`src/hdl/ips_pkg.sv`:
```
// Constants and carrier types for the peripheral slave status and
// maintenance block. Assumes one 125 MHz clock domain.
package ips_pkg;

    localparam int AXI_AW = 8;

    // Register byte offsets
    localparam logic [7:0] OFS_CTRL = 8'h00;
    localparam logic [7:0] OFS_CAPS = 8'h04;
    localparam logic [7:0] OFS_SLV = 8'h08;
    localparam logic [7:0] OFS_MADDR = 8'h0c;
    localparam logic [7:0] OFS_STAT = 8'h10;
    localparam logic [7:0] OFS_SHIFT = 8'h14;

    // CTRL fields
    localparam int CTRL_DBL = 0;
    localparam int CTRL_STRM = 1;
    // CAPS fields
    localparam int CAP_SGL = 0;
    localparam int CAP_DBL = 1;
    localparam int CAP_IL = 2;
    localparam int CAP_STRM = 3;
    localparam int CAP_MM2 = 4;
    // Transfer settings octet fields
    localparam int TS_MM2 = 6;
    localparam int TS_DBL = 5;
    localparam int TS_STRM = 4;

    localparam logic [4:0] CAPS_RST = 5'h1f;
    localparam logic [1:0] CTRL_RST = 2'h0;
    localparam logic [7:0] SLV_RST = 8'h00;

    localparam logic [1:0] RESP_OKAY = 2'h0;
    localparam logic [1:0] RESP_SLVERR = 2'h2;

    typedef enum logic [1:0] {
        MM_IDLE,
        MM_MAINT,
        MM_RST
    } ips_mm_e;

    // Link side inputs, already decoded from the control lines
    typedef struct packed {
        logic maint;
        logic sync_out;
        logic resetsel1;
        logic [2:0] data_out;
        logic [2:0] enable_out;
        logic [2:0] clock_out;
        logic req_xfer;
        logic req_int;
        logic set_mode;
        logic set_dbl;
        logic set_strm;
    } ips_lnk_in_s;

    // Link side outputs
    typedef struct packed {
        logic [7:0] bus_b;
        logic bus_b_oe_n;
        logic drv_release;
        logic slave_reset;
        logic sel_reset_ok;
        logic mm2_selected;
    } ips_lnk_out_s;

endpackage

```
`src/hdl/ips_top.sv`:
```
// Slave status replies and maintenance logic with an AXI4-Lite
// register port. Link inputs are synchronous to aclk and already
// decoded into MAINT, RESETSEL1 and reply requests by the bus logic.
//
// Added by the designer: the placing of the registers and the AXI4-Lite slave port.
`timescale 1ns/1ps

// Overview of operation
// - Transfer settings bit 6 shows MM2 capability
// - Bit 5 shows current single or double octet
// - Bit 4 shows interlocked or streaming now
// - Bits 3 and 2 show streaming, interlocked ability
// - Bits 1 and 0 show double, single ability
// - Master commands switch supported current modes
// - Interrupt reply bit 6 busy, bit 5 ready
// - Bit 4 priority hold, bit 3 priority selected
// - Bits 2..0 pending class 3, 2, 1 interrupts
// - Bit 7 vendor use, no hardware effect
// - Maintenance logic can take over the drivers
// - Majority vote on levels of three lines
// - MAINT recognized releases every interface driver
// - MM1: data at sync fall resets, stays released
// - MM1: no data at sync fall restores drivers
// - No selective reset answer until RESETSEL1 frees
// - MM2 does MM1 work with data and enable
// - Matching shifted address selects, re-enables drivers
// - MM2 reset needs data and enable both
// - Enable falling ends frame, order becomes valid
// - Shift data on clock only while enable high
// - Shift regardless of earlier selection
module ips_top
    import ips_pkg::*;
#(
    parameter logic [4:0] CAPS_INIT = CAPS_RST,
    parameter logic [7:0] MADDR_INIT = 8'h00,
    parameter int SHIFT_W = 16
) (
    // Clock, reset, enable
    input wire logic aclk,
    input wire logic aresetn,
    input wire logic ce,
    // AXI4-Lite write
    input wire logic [AXI_AW-1:0] awaddr,
    input wire logic awvalid,
    output logic awready,
    input wire logic [31:0] wdata,
    input wire logic [3:0] wstrb,
    input wire logic wvalid,
    output logic wready,
    output logic [1:0] bresp,
    output logic bvalid,
    input wire logic bready,
    // AXI4-Lite read
    input wire logic [AXI_AW-1:0] araddr,
    input wire logic arvalid,
    output logic arready,
    output logic [31:0] rdata,
    output logic [1:0] rresp,
    output logic rvalid,
    input wire logic rready,
    // Link
    input wire ips_lnk_in_s lnk_in,
    output ips_lnk_out_s lnk_out
);

    typedef struct packed {
        logic awready;
        logic wready;
        logic bvalid;
        logic [1:0] bresp;
        logic arready;
        logic rvalid;
        logic [1:0] rresp;
        logic [31:0] rdata;
        logic [1:0] ctrl;
        logic [4:0] caps;
        logic [7:0] slv;
        logic [7:0] maddr;
        ips_mm_e mm;
        logic locked;
        logic sync_q;
        logic clk_q;
        logic en_q;
        logic [SHIFT_W-1:0] shift;
        logic [SHIFT_W-1:0] frame;
        ips_lnk_out_s lo;
    } ips_state_s;

    ips_state_s st_reg;
    ips_state_s st_next;

    function automatic logic maj3(input logic [2:0] v);
        maj3 = (v[0] & v[1]) | (v[0] & v[2]) | (v[1] & v[2]);
    endfunction

    ////////////////////////////////////////////////////////////////////
    // Voted maintenance signals

    logic v_data;
    logic v_en;
    logic v_clk;
    logic sync_fall;
    logic rst_hold;
    logic [7:0] tset;
    logic [31:0] rd_word;
    logic rd_ok;

    assign v_data = maj3(lnk_in.data_out);
    assign v_en = maj3(lnk_in.enable_out);
    assign v_clk = maj3(lnk_in.clock_out);
    assign sync_fall = st_reg.sync_q & ~lnk_in.sync_out;
    // An MM2 slave needs enable as well, so MM1-only masters
    // must drive both to reach it
    assign rst_hold = st_reg.caps[CAP_MM2] ? (v_data & v_en)
                                           : v_data;

    // Transfer settings octet
    always_comb begin
        tset = 8'h00;
        tset[TS_MM2] = st_reg.caps[CAP_MM2];
        tset[TS_DBL] = st_reg.ctrl[CTRL_DBL];
        tset[TS_STRM] = st_reg.ctrl[CTRL_STRM];
        tset[3:0] = st_reg.caps[3:0];
    end

    ////////////////////////////////////////////////////////////////////
    // Register read mux

    always_comb begin
        rd_word = 32'h0000_0000;
        rd_ok = 1'b1;
        unique case (araddr)
            OFS_CTRL: rd_word[1:0] = st_reg.ctrl;
            OFS_CAPS: rd_word[4:0] = st_reg.caps;
            OFS_SLV: rd_word[7:0] = st_reg.slv;
            OFS_MADDR: rd_word[7:0] = st_reg.maddr;
            OFS_STAT: rd_word[5:0] = {st_reg.lo.sel_reset_ok,
                                      st_reg.lo.mm2_selected,
                                      st_reg.lo.slave_reset,
                                      st_reg.locked,
                                      st_reg.lo.drv_release,
                                      st_reg.mm == MM_MAINT};
            OFS_SHIFT: rd_word[SHIFT_W-1:0] = st_reg.frame;
            default: rd_ok = 1'b0;
        endcase
    end

    ////////////////////////////////////////////////////////////////////
    // Next state

    always_comb begin
        st_next = st_reg;
        st_next.sync_q = lnk_in.sync_out;
        st_next.clk_q = v_clk;
        st_next.en_q = v_en;

        // AXI write: address and data taken together, one at a time
        st_next.awready = 1'b0;
        st_next.wready = 1'b0;
        if (awvalid && wvalid && !st_reg.awready && !st_reg.bvalid) begin
            st_next.awready = 1'b1;
            st_next.wready = 1'b1;
        end
        if (st_reg.bvalid && bready) begin
            st_next.bvalid = 1'b0;
        end
        if (st_reg.awready && awvalid && wvalid) begin
            st_next.bvalid = 1'b1;
            st_next.bresp = RESP_OKAY;
            unique case (awaddr)
                OFS_CTRL: begin
                    // Only a supported width or method can be made current
                    if (wstrb[0] && (wdata[CTRL_DBL] ? st_reg.caps[CAP_DBL]
                            : st_reg.caps[CAP_SGL])) begin
                        st_next.ctrl[CTRL_DBL] = wdata[CTRL_DBL];
                    end
                    if (wstrb[0] && (wdata[CTRL_STRM] ? st_reg.caps[CAP_STRM]
                            : st_reg.caps[CAP_IL])) begin
                        st_next.ctrl[CTRL_STRM] = wdata[CTRL_STRM];
                    end
                end
                OFS_CAPS: if (wstrb[0]) st_next.caps = wdata[4:0];
                OFS_SLV: if (wstrb[0]) st_next.slv = wdata[7:0];
                OFS_MADDR: if (wstrb[0]) st_next.maddr = wdata[7:0];
                OFS_STAT, OFS_SHIFT: st_next.bresp = RESP_OKAY;
                default: st_next.bresp = RESP_SLVERR;
            endcase
        end

        // AXI read
        st_next.arready = 1'b0;
        if (arvalid && !st_reg.arready && !st_reg.rvalid) begin
            st_next.arready = 1'b1;
        end
        if (st_reg.rvalid && rready) begin
            st_next.rvalid = 1'b0;
        end
        if (st_reg.arready && arvalid) begin
            st_next.rvalid = 1'b1;
            st_next.rdata = rd_word;
            st_next.rresp = rd_ok ? RESP_OKAY : RESP_SLVERR;
        end

        // Mode change commanded by the master over the link
        if (lnk_in.set_mode) begin
            if (lnk_in.set_dbl ? st_reg.caps[CAP_DBL]
                    : st_reg.caps[CAP_SGL]) begin
                st_next.ctrl[CTRL_DBL] = lnk_in.set_dbl;
            end
            if (lnk_in.set_strm ? st_reg.caps[CAP_STRM]
                    : st_reg.caps[CAP_IL]) begin
                st_next.ctrl[CTRL_STRM] = lnk_in.set_strm;
            end
        end

        // Maintenance sequencing; MAINT comes only from a master
        // reset sequence, so it is trusted as decoded
        unique case (st_reg.mm)
            MM_IDLE: begin
                if (lnk_in.maint) begin
                    st_next.mm = MM_MAINT;
                    st_next.lo.drv_release = 1'b1;
                    st_next.lo.mm2_selected = 1'b0;
                end else if (st_reg.locked && lnk_in.resetsel1) begin
                    st_next.locked = 1'b0;
                    st_next.lo.drv_release = 1'b0;
                end
            end
            MM_MAINT: begin
                if (st_reg.caps[CAP_MM2] && v_en && v_clk
                        && !st_reg.clk_q) begin
                    // Loaded even when not selected
                    st_next.shift = {st_reg.shift[SHIFT_W-2:0],
                                     v_data};
                end
                if (st_reg.caps[CAP_MM2] && st_reg.en_q && !v_en) begin
                    st_next.frame = st_reg.shift;
                    if (st_reg.shift[7:0] == st_reg.maddr) begin
                        st_next.lo.mm2_selected = 1'b1;
                        st_next.lo.drv_release = 1'b0;
                    end
                end
                if (sync_fall || !lnk_in.maint) begin
                    if (sync_fall && rst_hold) begin
                        st_next.mm = MM_RST;
                        st_next.lo.slave_reset = 1'b1;
                        st_next.locked = 1'b1;
                        st_next.lo.drv_release = 1'b1;
                        st_next.lo.mm2_selected = 1'b0;
                    end else begin
                        st_next.mm = MM_IDLE;
                        st_next.lo.drv_release = 1'b0;
                    end
                end
            end
            MM_RST: begin
                if (!rst_hold) begin
                    // Drivers stay released until RESETSEL1
                    st_next.mm = MM_IDLE;
                    st_next.lo.slave_reset = 1'b0;
                end
                if (lnk_in.maint) begin
                    st_next.mm = MM_MAINT;
                    st_next.lo.slave_reset = 1'b0;
                end
            end
            default: st_next.mm = MM_IDLE;
        endcase

        st_next.lo.sel_reset_ok = ~st_next.locked;

        // Reply octets; released drivers never drive BUS B
        st_next.lo.bus_b = 8'h00;
        st_next.lo.bus_b_oe_n = 1'b1;
        if (!st_next.lo.drv_release) begin
            if (lnk_in.req_xfer) begin
                st_next.lo.bus_b = tset;
                st_next.lo.bus_b_oe_n = 1'b0;
            end else if (lnk_in.req_int) begin
                // Bit 7 is passed through and steers nothing here
                st_next.lo.bus_b = st_reg.slv;
                st_next.lo.bus_b_oe_n = 1'b0;
            end
        end
    end

    ////////////////////////////////////////////////////////////////////
    // State register

    always_ff @(posedge aclk) begin
        if (!aresetn) begin
            st_reg <= '0;
            st_reg.mm <= MM_IDLE;
            st_reg.ctrl <= CTRL_RST;
            st_reg.caps <= CAPS_INIT;
            st_reg.slv <= SLV_RST;
            st_reg.maddr <= MADDR_INIT;
            st_reg.lo.bus_b_oe_n <= 1'b1;
            st_reg.lo.sel_reset_ok <= 1'b1;
        end else if (ce) begin
            st_reg <= st_next;
        end
    end

    assign awready = st_reg.awready;
    assign wready = st_reg.wready;
    assign bvalid = st_reg.bvalid;
    assign bresp = st_reg.bresp;
    assign arready = st_reg.arready;
    assign rvalid = st_reg.rvalid;
    assign rresp = st_reg.rresp;
    assign rdata = st_reg.rdata;
    assign lnk_out = st_reg.lo;

endmodule

```
`config.mk`:
```
export PLATFORM = sky130hd
export DESIGN_NAME = ips_top
export DESIGN_NICKNAME = d
export VERILOG_FILES = /design/src/hdl/ips_pkg.sv /design/src/hdl/ips_top.sv
export SDC_FILE = /design/constraint.sdc
export NUM_CORES = 1
export LEC_CHECK = 0
export ABC_AREA = 1
export ABC_CLOCK_PERIOD_IN_PS = 3490
export BUFFER_PORTS_ARGS = -buffer_cell sky130_fd_sc_hd__buf_2
export CORE_ASPECT_RATIO = 1.4
export CORE_UTILIZATION = 57
export CTS_BUF_LIST = sky130_fd_sc_hd__clkbuf_8 sky130_fd_sc_hd__clkbuf_16
export DETAILED_ROUTE_END_ITERATION = 16
export HOLD_SLACK_MARGIN = 0.12
export PLACE_DENSITY = 0.95
export SYNTH_ARGS = -nofsm -noshare
export SYNTH_HDL_FRONTEND = slang
export SYNTH_SLANG_ARGS = --single-unit
```
`constraint.sdc`:
```
create_clock -name aclk -period 3.49 [get_ports aclk]
set_input_delay 0.349 -clock aclk [delete_from_list [all_inputs] [get_ports aclk]]
set_output_delay 0.349 -clock aclk [all_outputs]
set_load 0.1 [all_outputs]
```
; ---- Yosys cells after proc, flatten, opt, wreduce, memory -nomap -nowiden
; Cells that the tools add are included.
[totals]
out_inout_bits = 54
elab_cells = 171
reg_bits = 99
[op_classes]
n_reduce_logical = 48
n_eq_ne = 17
muxes = 62
n_bitwise = 19
[ops]
columns = cell, n
row1 = 8-bit 2-to-1 mux, 5
row2 = 35-bit 2-to-1 mux, 1
row3 = "8-bit by 4-bit equality test with 1-bit output, second input constant", 4
row4 = "8-bit by 5-bit equality test with 1-bit output, second input constant", 4
row5 = 1-bit 2-to-1 mux, 29
row6 = 9-bit 2-to-1 mux, 3
row7 = 23-bit 2-to-1 mux, 1
row8 = 2-bit 2-to-1 mux, 10
row9 = 1-bit logical AND, 19
row10 = "8-bit by 3-bit equality test with 1-bit output, second input constant", 2
row11 = 8-bit logical NOT, 2
row12 = 4-bit AND reduction, 4
row13 = 3-bit case mux with 5 select lines, 1
row14 = 2-bit case mux with 3 select lines, 2
row15 = 2-bit case mux with 6 select lines, 1
row16 = 6-bit OR reduction, 2
row17 = 1-bit AND, 11
row18 = 5-bit 2-to-1 mux, 2
row19 = 3-bit AND reduction, 3
row20 = 8-bit equality test, 1
row21 = 1-bit case mux with 2 select lines, 4
row22 = 2-bit AND reduction, 4
row23 = 2-bit nonzero test, 4
row24 = 1-bit logical NOT, 7
row25 = 12 further kinds, 20

; ---- Longest topological paths before layout
[depth]
word_depth = 10
depth_mapped = 10
mapped_depth_nobuf = 10

; ---- Worst setup path after synthesis
; OpenSTA, ideal clock, no wires.
[synth_timing]
path_kind = register to register
startpoint = register st_reg, in the netlist awready
endpoint = register st_reg[73] (netlist bit)
required_ps = 3358
setup_ps = 132
setup_slack_ps = 1505
stages_incl_launch_ff = 8
n_path_buf = 0
arrival_ps = 1852
path_cell_list = dfxtp_1 inv_1 nor3_1 nand3_1 nand2_1 nand2_1 o21ai_0 a21oi_1
[synth_via]
elab_chain_cells = 5
[synth_rtl]
columns = item, line_no
row1 = "start, declared", ips_top.sv:89  ; ips_state_s st_reg;
row2 = "start signal, assigned", ips_top.sv:301  ; st_reg <= st_next;
row3 = 1-bit logical AND * (2 in series), ips_top.sv:167  ; if (st_reg.awready && awvalid && wvalid) begin
row4 = 23-bit 2-to-1 mux *, ips_top.sv:167
row5 = 1-bit 2-to-1 mux, ips_top.sv:210  ; if (lnk_in.set_strm ? st_reg.caps[CAP_STRM]
row6 = 2-bit 2-to-1 mux *, ips_top.sv:205  ; if (lnk_in.set_mode) begin
; Mark *: on every way between the ends. The rest lies on a longest branch, timed or not.
; A chain may end at the register's enable or synchronous reset.

; ---- Worst setup path in the final report
[layout_timing]
startpoint = register st_reg[50] (netlist bit)
endpoint = register st_reg[32] (netlist bit)
[layout_via]
elab_chain_cells = 2
[layout_rtl]
columns = item, line_no
row1 = 2-bit by 1-bit equality test with 1-bit output, ips_top.sv:218  ; unique case (st_reg.mm)
row2 = 3-bit AND reduction (no source line), -
; Every way passes these cells.

==> results.md <==
- The power per unit of standard cell area is about 470 nW/um2.
- For this run, the leading register cell type out of synthesis is dfxtp_1.
- The top-area cell type share of the netlist area is around 39%.
- Counting flops with a built-in enable in the synthesized netlist gives 0.
- For this run, the share of the core covered by cells in the final layout is 64.42%.
- The remaining antenna violation count is 0.
- Of all cell types, the one taking the most synthesized area is dfxtp_1.
- The clock-pin slew of the registers on the worst-case setup and hold paths is 0.07 ns.
- The number of hold-slack violations in the final timing report was 0.
- The die footprint is 8942 um2.
- The net count of the finished layout is 800.
- Data on the critical path arrives at its endpoint at approximately 2.3 ns.
- The number of gates resized after CTS is 0.
- In this run the worst setup path begins at st_reg[50].
- The total core area is 8247 um2.
- The design draws 0.002502 W.
- Routability-driven placement finished with a final weighted congestion of between 0.9 and 1.
- The shortest period the worst path allows is 1.967 ns.
- The hold slack is 0.2547 ns.
- The synthesized instance count is 681.
- The switching power total is 0.0008062 W.
- The via count of the first global-routing pass was 4437.
- In this run, the clock network consumes 39.2% of the power.
- The worst hold path belongs to the class in -> reg.
- The count of routing violations after the opening detailed-route iteration is 346.
- Setup repair after global routing left no endpoint under its margin.
- The clock tree from TritonCTS is built.
- The number of slew-limit violations in the final report was 0.
- The total global routing track utilization is between 20% and 30%.
- The register with the most flip-flops in the layout has 60 of them.
- The detailed-route via count is between 4000 and 5000.
- Summing the sequential cell areas from Yosys gives about two fifths of the chip area.
- Of the total power, registers draw a little under half.
- The count of cells along the worst register-to-register path is 5.
- Across all register-to-register paths, the minimum setup slack is 1.52 ns.
- The mean cell area of the mapped netlist is 7.167 um2.
- The number of rows in the core area is 39.
- Cells with a size suffix above 1 make up 18.54% of the layout.
- The longest clock path from root to sink contains 2 buffers.
- At the later pin of the worst-skew pair, clock insertion delay measures about 0.35 ns.
- In this run the cell area of the synthesized design comes to 4881 um2.
- The total wirelength of the detailed-routed design is 12190 um.
- In this run, distinct cell masters in the synthesized netlist total 36.
- Setup violations remaining at the end of the flow were counted as 0.
- The internal portion of the total power is 0.001696 W.
- Detailed placement ended at an HPWL of 8684 um.
- The critical register-to-register path startpoint is st_reg[50].
- around 130 I/O pins were placed.
- The leftover overflow at the end of global routing is 0.
- The endpoint of the lowest-slack register-to-register path is st_reg[32].
- In the routed layout, each cell is associated on average with a via count of roughly 5.6.
- In the final timing run, aggregate negative setup slack is 0 ns.
- The peak supply drop is roughly 0.00036 V.
- Ranked by total cell area, the synthesized netlist is headed by dfxtp_1 39%, nand2_1 8.8%, buf_4 8.3%.
- The floorplan step set the die height to roughly 110 um.
- The required time at the worst-slack endpoint is approximately 3.8 ns.
- The layout overhead on the synthesized area is 8.844%.
- The first detailed-routing pass ran for 6 iterations.
- Net switching is 32.22% of the power.
- For the pin with the worst max-slew slack, the measured transition is 0.8524 ns.
- The total cell area at the placement stage is between 5000 and 6000 um2.
- The launching element type of the critical path is a flop.
- CTS built an H-tree with a depth of 3.
- The die is 80.21 um wide.
- The count of state elements after synthesis is 96.
- Buffers inserted during clock tree synthesis total 9.
- The average routed wire per standard cell is 14.69 um.
- The endpoint kind of the worst setup timing path is a flop.
- In this run the tightest slew margin relative to its limit is a little over two fifths.
- Across the run, the number of max-cap violations was 0.
- The final critical-path share of the clock period is 56.37%.
- In this run the tool buffered the top-level ports with 85 buffer cells.
- The initial antenna violation count is 0.
- For the final database, setup skew stands at 0.004462 ns.
- The finished cells cover 5313 um2.
- The destination of the critical timing path is st_reg[32].
- The run finished with clean final reports.
- The number of hold buffers added after CTS is 0.
- Entering global routing, the biggest net connects 49 pins.
- The tree built by TritonCTS fans out to 96 sinks.
- Once the floorplan was initialized, standard cells occupied 59.19% of the core.
- Yosys printed 0 warnings.
- The buffers inserted during post-CTS setup optimization is 0.
- The share of flip-flops with an asynchronous set or reset is 0%.
- The root buffer cell is clkbuf_16.
- The total inserted antenna cells is 0.
- The critical-path maximum fanout is 16.
- The wire length of the first global-routing pass is between 15000 and 20000 um.
- By startpoint and endpoint, the worst setup path is classified as reg -> reg.
- The share of power burned in combinational logic is about 15%.
- The analysis attributes to cell leakage a power of 2.341 nW.
- For this run, the top clock speed supported by timing is 508.3 MHz.
- In the routed design, unresolved DRC markers number 0.
## layer usage
layer  part of all wire, %  vias to the layer above  GRT usage [%]
li1                      -                     2258              -
met1                    37                     2078          29.82
met2                    51                      217          49.06
met3                   6.1                       61          5.410
met4                   5.0                        0          18.81
met5                     0                        -              0
## cell usage in the layout (no fill, tap or decap), types with 2 or more instances in the layout
cell type,netlist,routed
nand2_2,2,2
nand2_1,114,114
nand3_1,25,25
a21oi_1,76,76
nor3_1,10,10
nor4_4,2,2
dfxtp_1,96,96
nor4_2,2,2
clkinvlp_4,0,2
nor4_1,2,2
xnor2_1,4,4
a211oi_1,3,3
clkbuf_16,0,9
buf_2,4,85
inv_1,84,84
buf_4,54,4
inv_2,7,7
o21ai_0,61,61
conb_1,1,18
inv_8,0,2
nor2_1,47,47
nand4_1,16,16
o21ai_1,20,20
inv_6,0,2
o22ai_1,5,5
o221ai_1,2,2
a21oi_2,10,10
o211ai_1,7,7
## metrics by stage
step / std cells / worst slack (ns)
after floorplan: 698 / 1.505
after global placement: 814 / 1.478
after detailed placement: 814 / 1.407
after CTS: 830 / 1.542
after global routing: 830 / 1.325
final: 830 / 1.523
## worst min path at each step
stage	startpoint	end	slack (ns)	cells past startpoint
2_1_floorplan	st_reg[15]	st_reg[15]	0.42	2
3_3_place_gp	st_reg[15]	st_reg[15]	0.43	2
3_5_place_dp	st_reg[15]	st_reg[15]	0.44	2
4_1_cts	rready	rvalid	0.26	4
5_1_grt	wdata[5]	st_reg[56]	0.28	3
6_report	rready	rvalid	0.25	4
## synth_stat cells, drive strengths merged (2+ instances only)
library cell	instances
o211ai	7
o21ai	81
a21oi	86
inv	91
o22ai	5
xnor2	4
nand4	16
nand2	117
nor2	50
o221ai	2
clkbuf	14
nor3	11
nor4	6
dfxtp	96
buf	61
nand3	26
a211oi	3
## power groups by stage
stage	Combinational, W	Clock [W]	Sequential, W
final	0.000386	0.000980	0.00114
after global routing	0.000409	0.00102	0.00114
after CTS	0.000383	0.000977	0.00114
after detailed placement	0.000380	0	0.00116
after global placement	0.000372	0	0.00116
after floorplan	0.000325	0	0.00117
## cell type report
| type | count | area [um2] |
|---|---|---|
| Fill cell | 656 | 2934 |
| Clock inverter | 7 | 71.32 |
| Sequential cell | 96 | 1922 |
| Inverter | 91 | 341.6 |
| Timing Repair Buffer | 89 | 455.4 |
| Clock buffer | 9 | 225.2 |
| Tap cell | 102 | 127.6 |
| Multi-Input combinational cell | 436 | 2170 |
## cells by family after synthesis
group                  count (synthesis)  share of synthesized area (%)
buffers and inverters                166                          17.48
AND/OR/NAND/NOR                      227                          21.46
other                                  1                        0.07683
flip-flops                            96                          39.37
XOR/XNOR                               4                         0.7177
AO/OA/AOI/OAI                        187                          20.89
## worst max-delay path, stage by stage (launching register included)
cell and delay [ns]:
dfxtp_1 0.45, nor2_8 0.21, nand2_4 0.08, nor4_4 0.78, o21ai_0 0.20, a21oi_1 0.17
No activity file was read; power rests on OpenSTA's default activity.
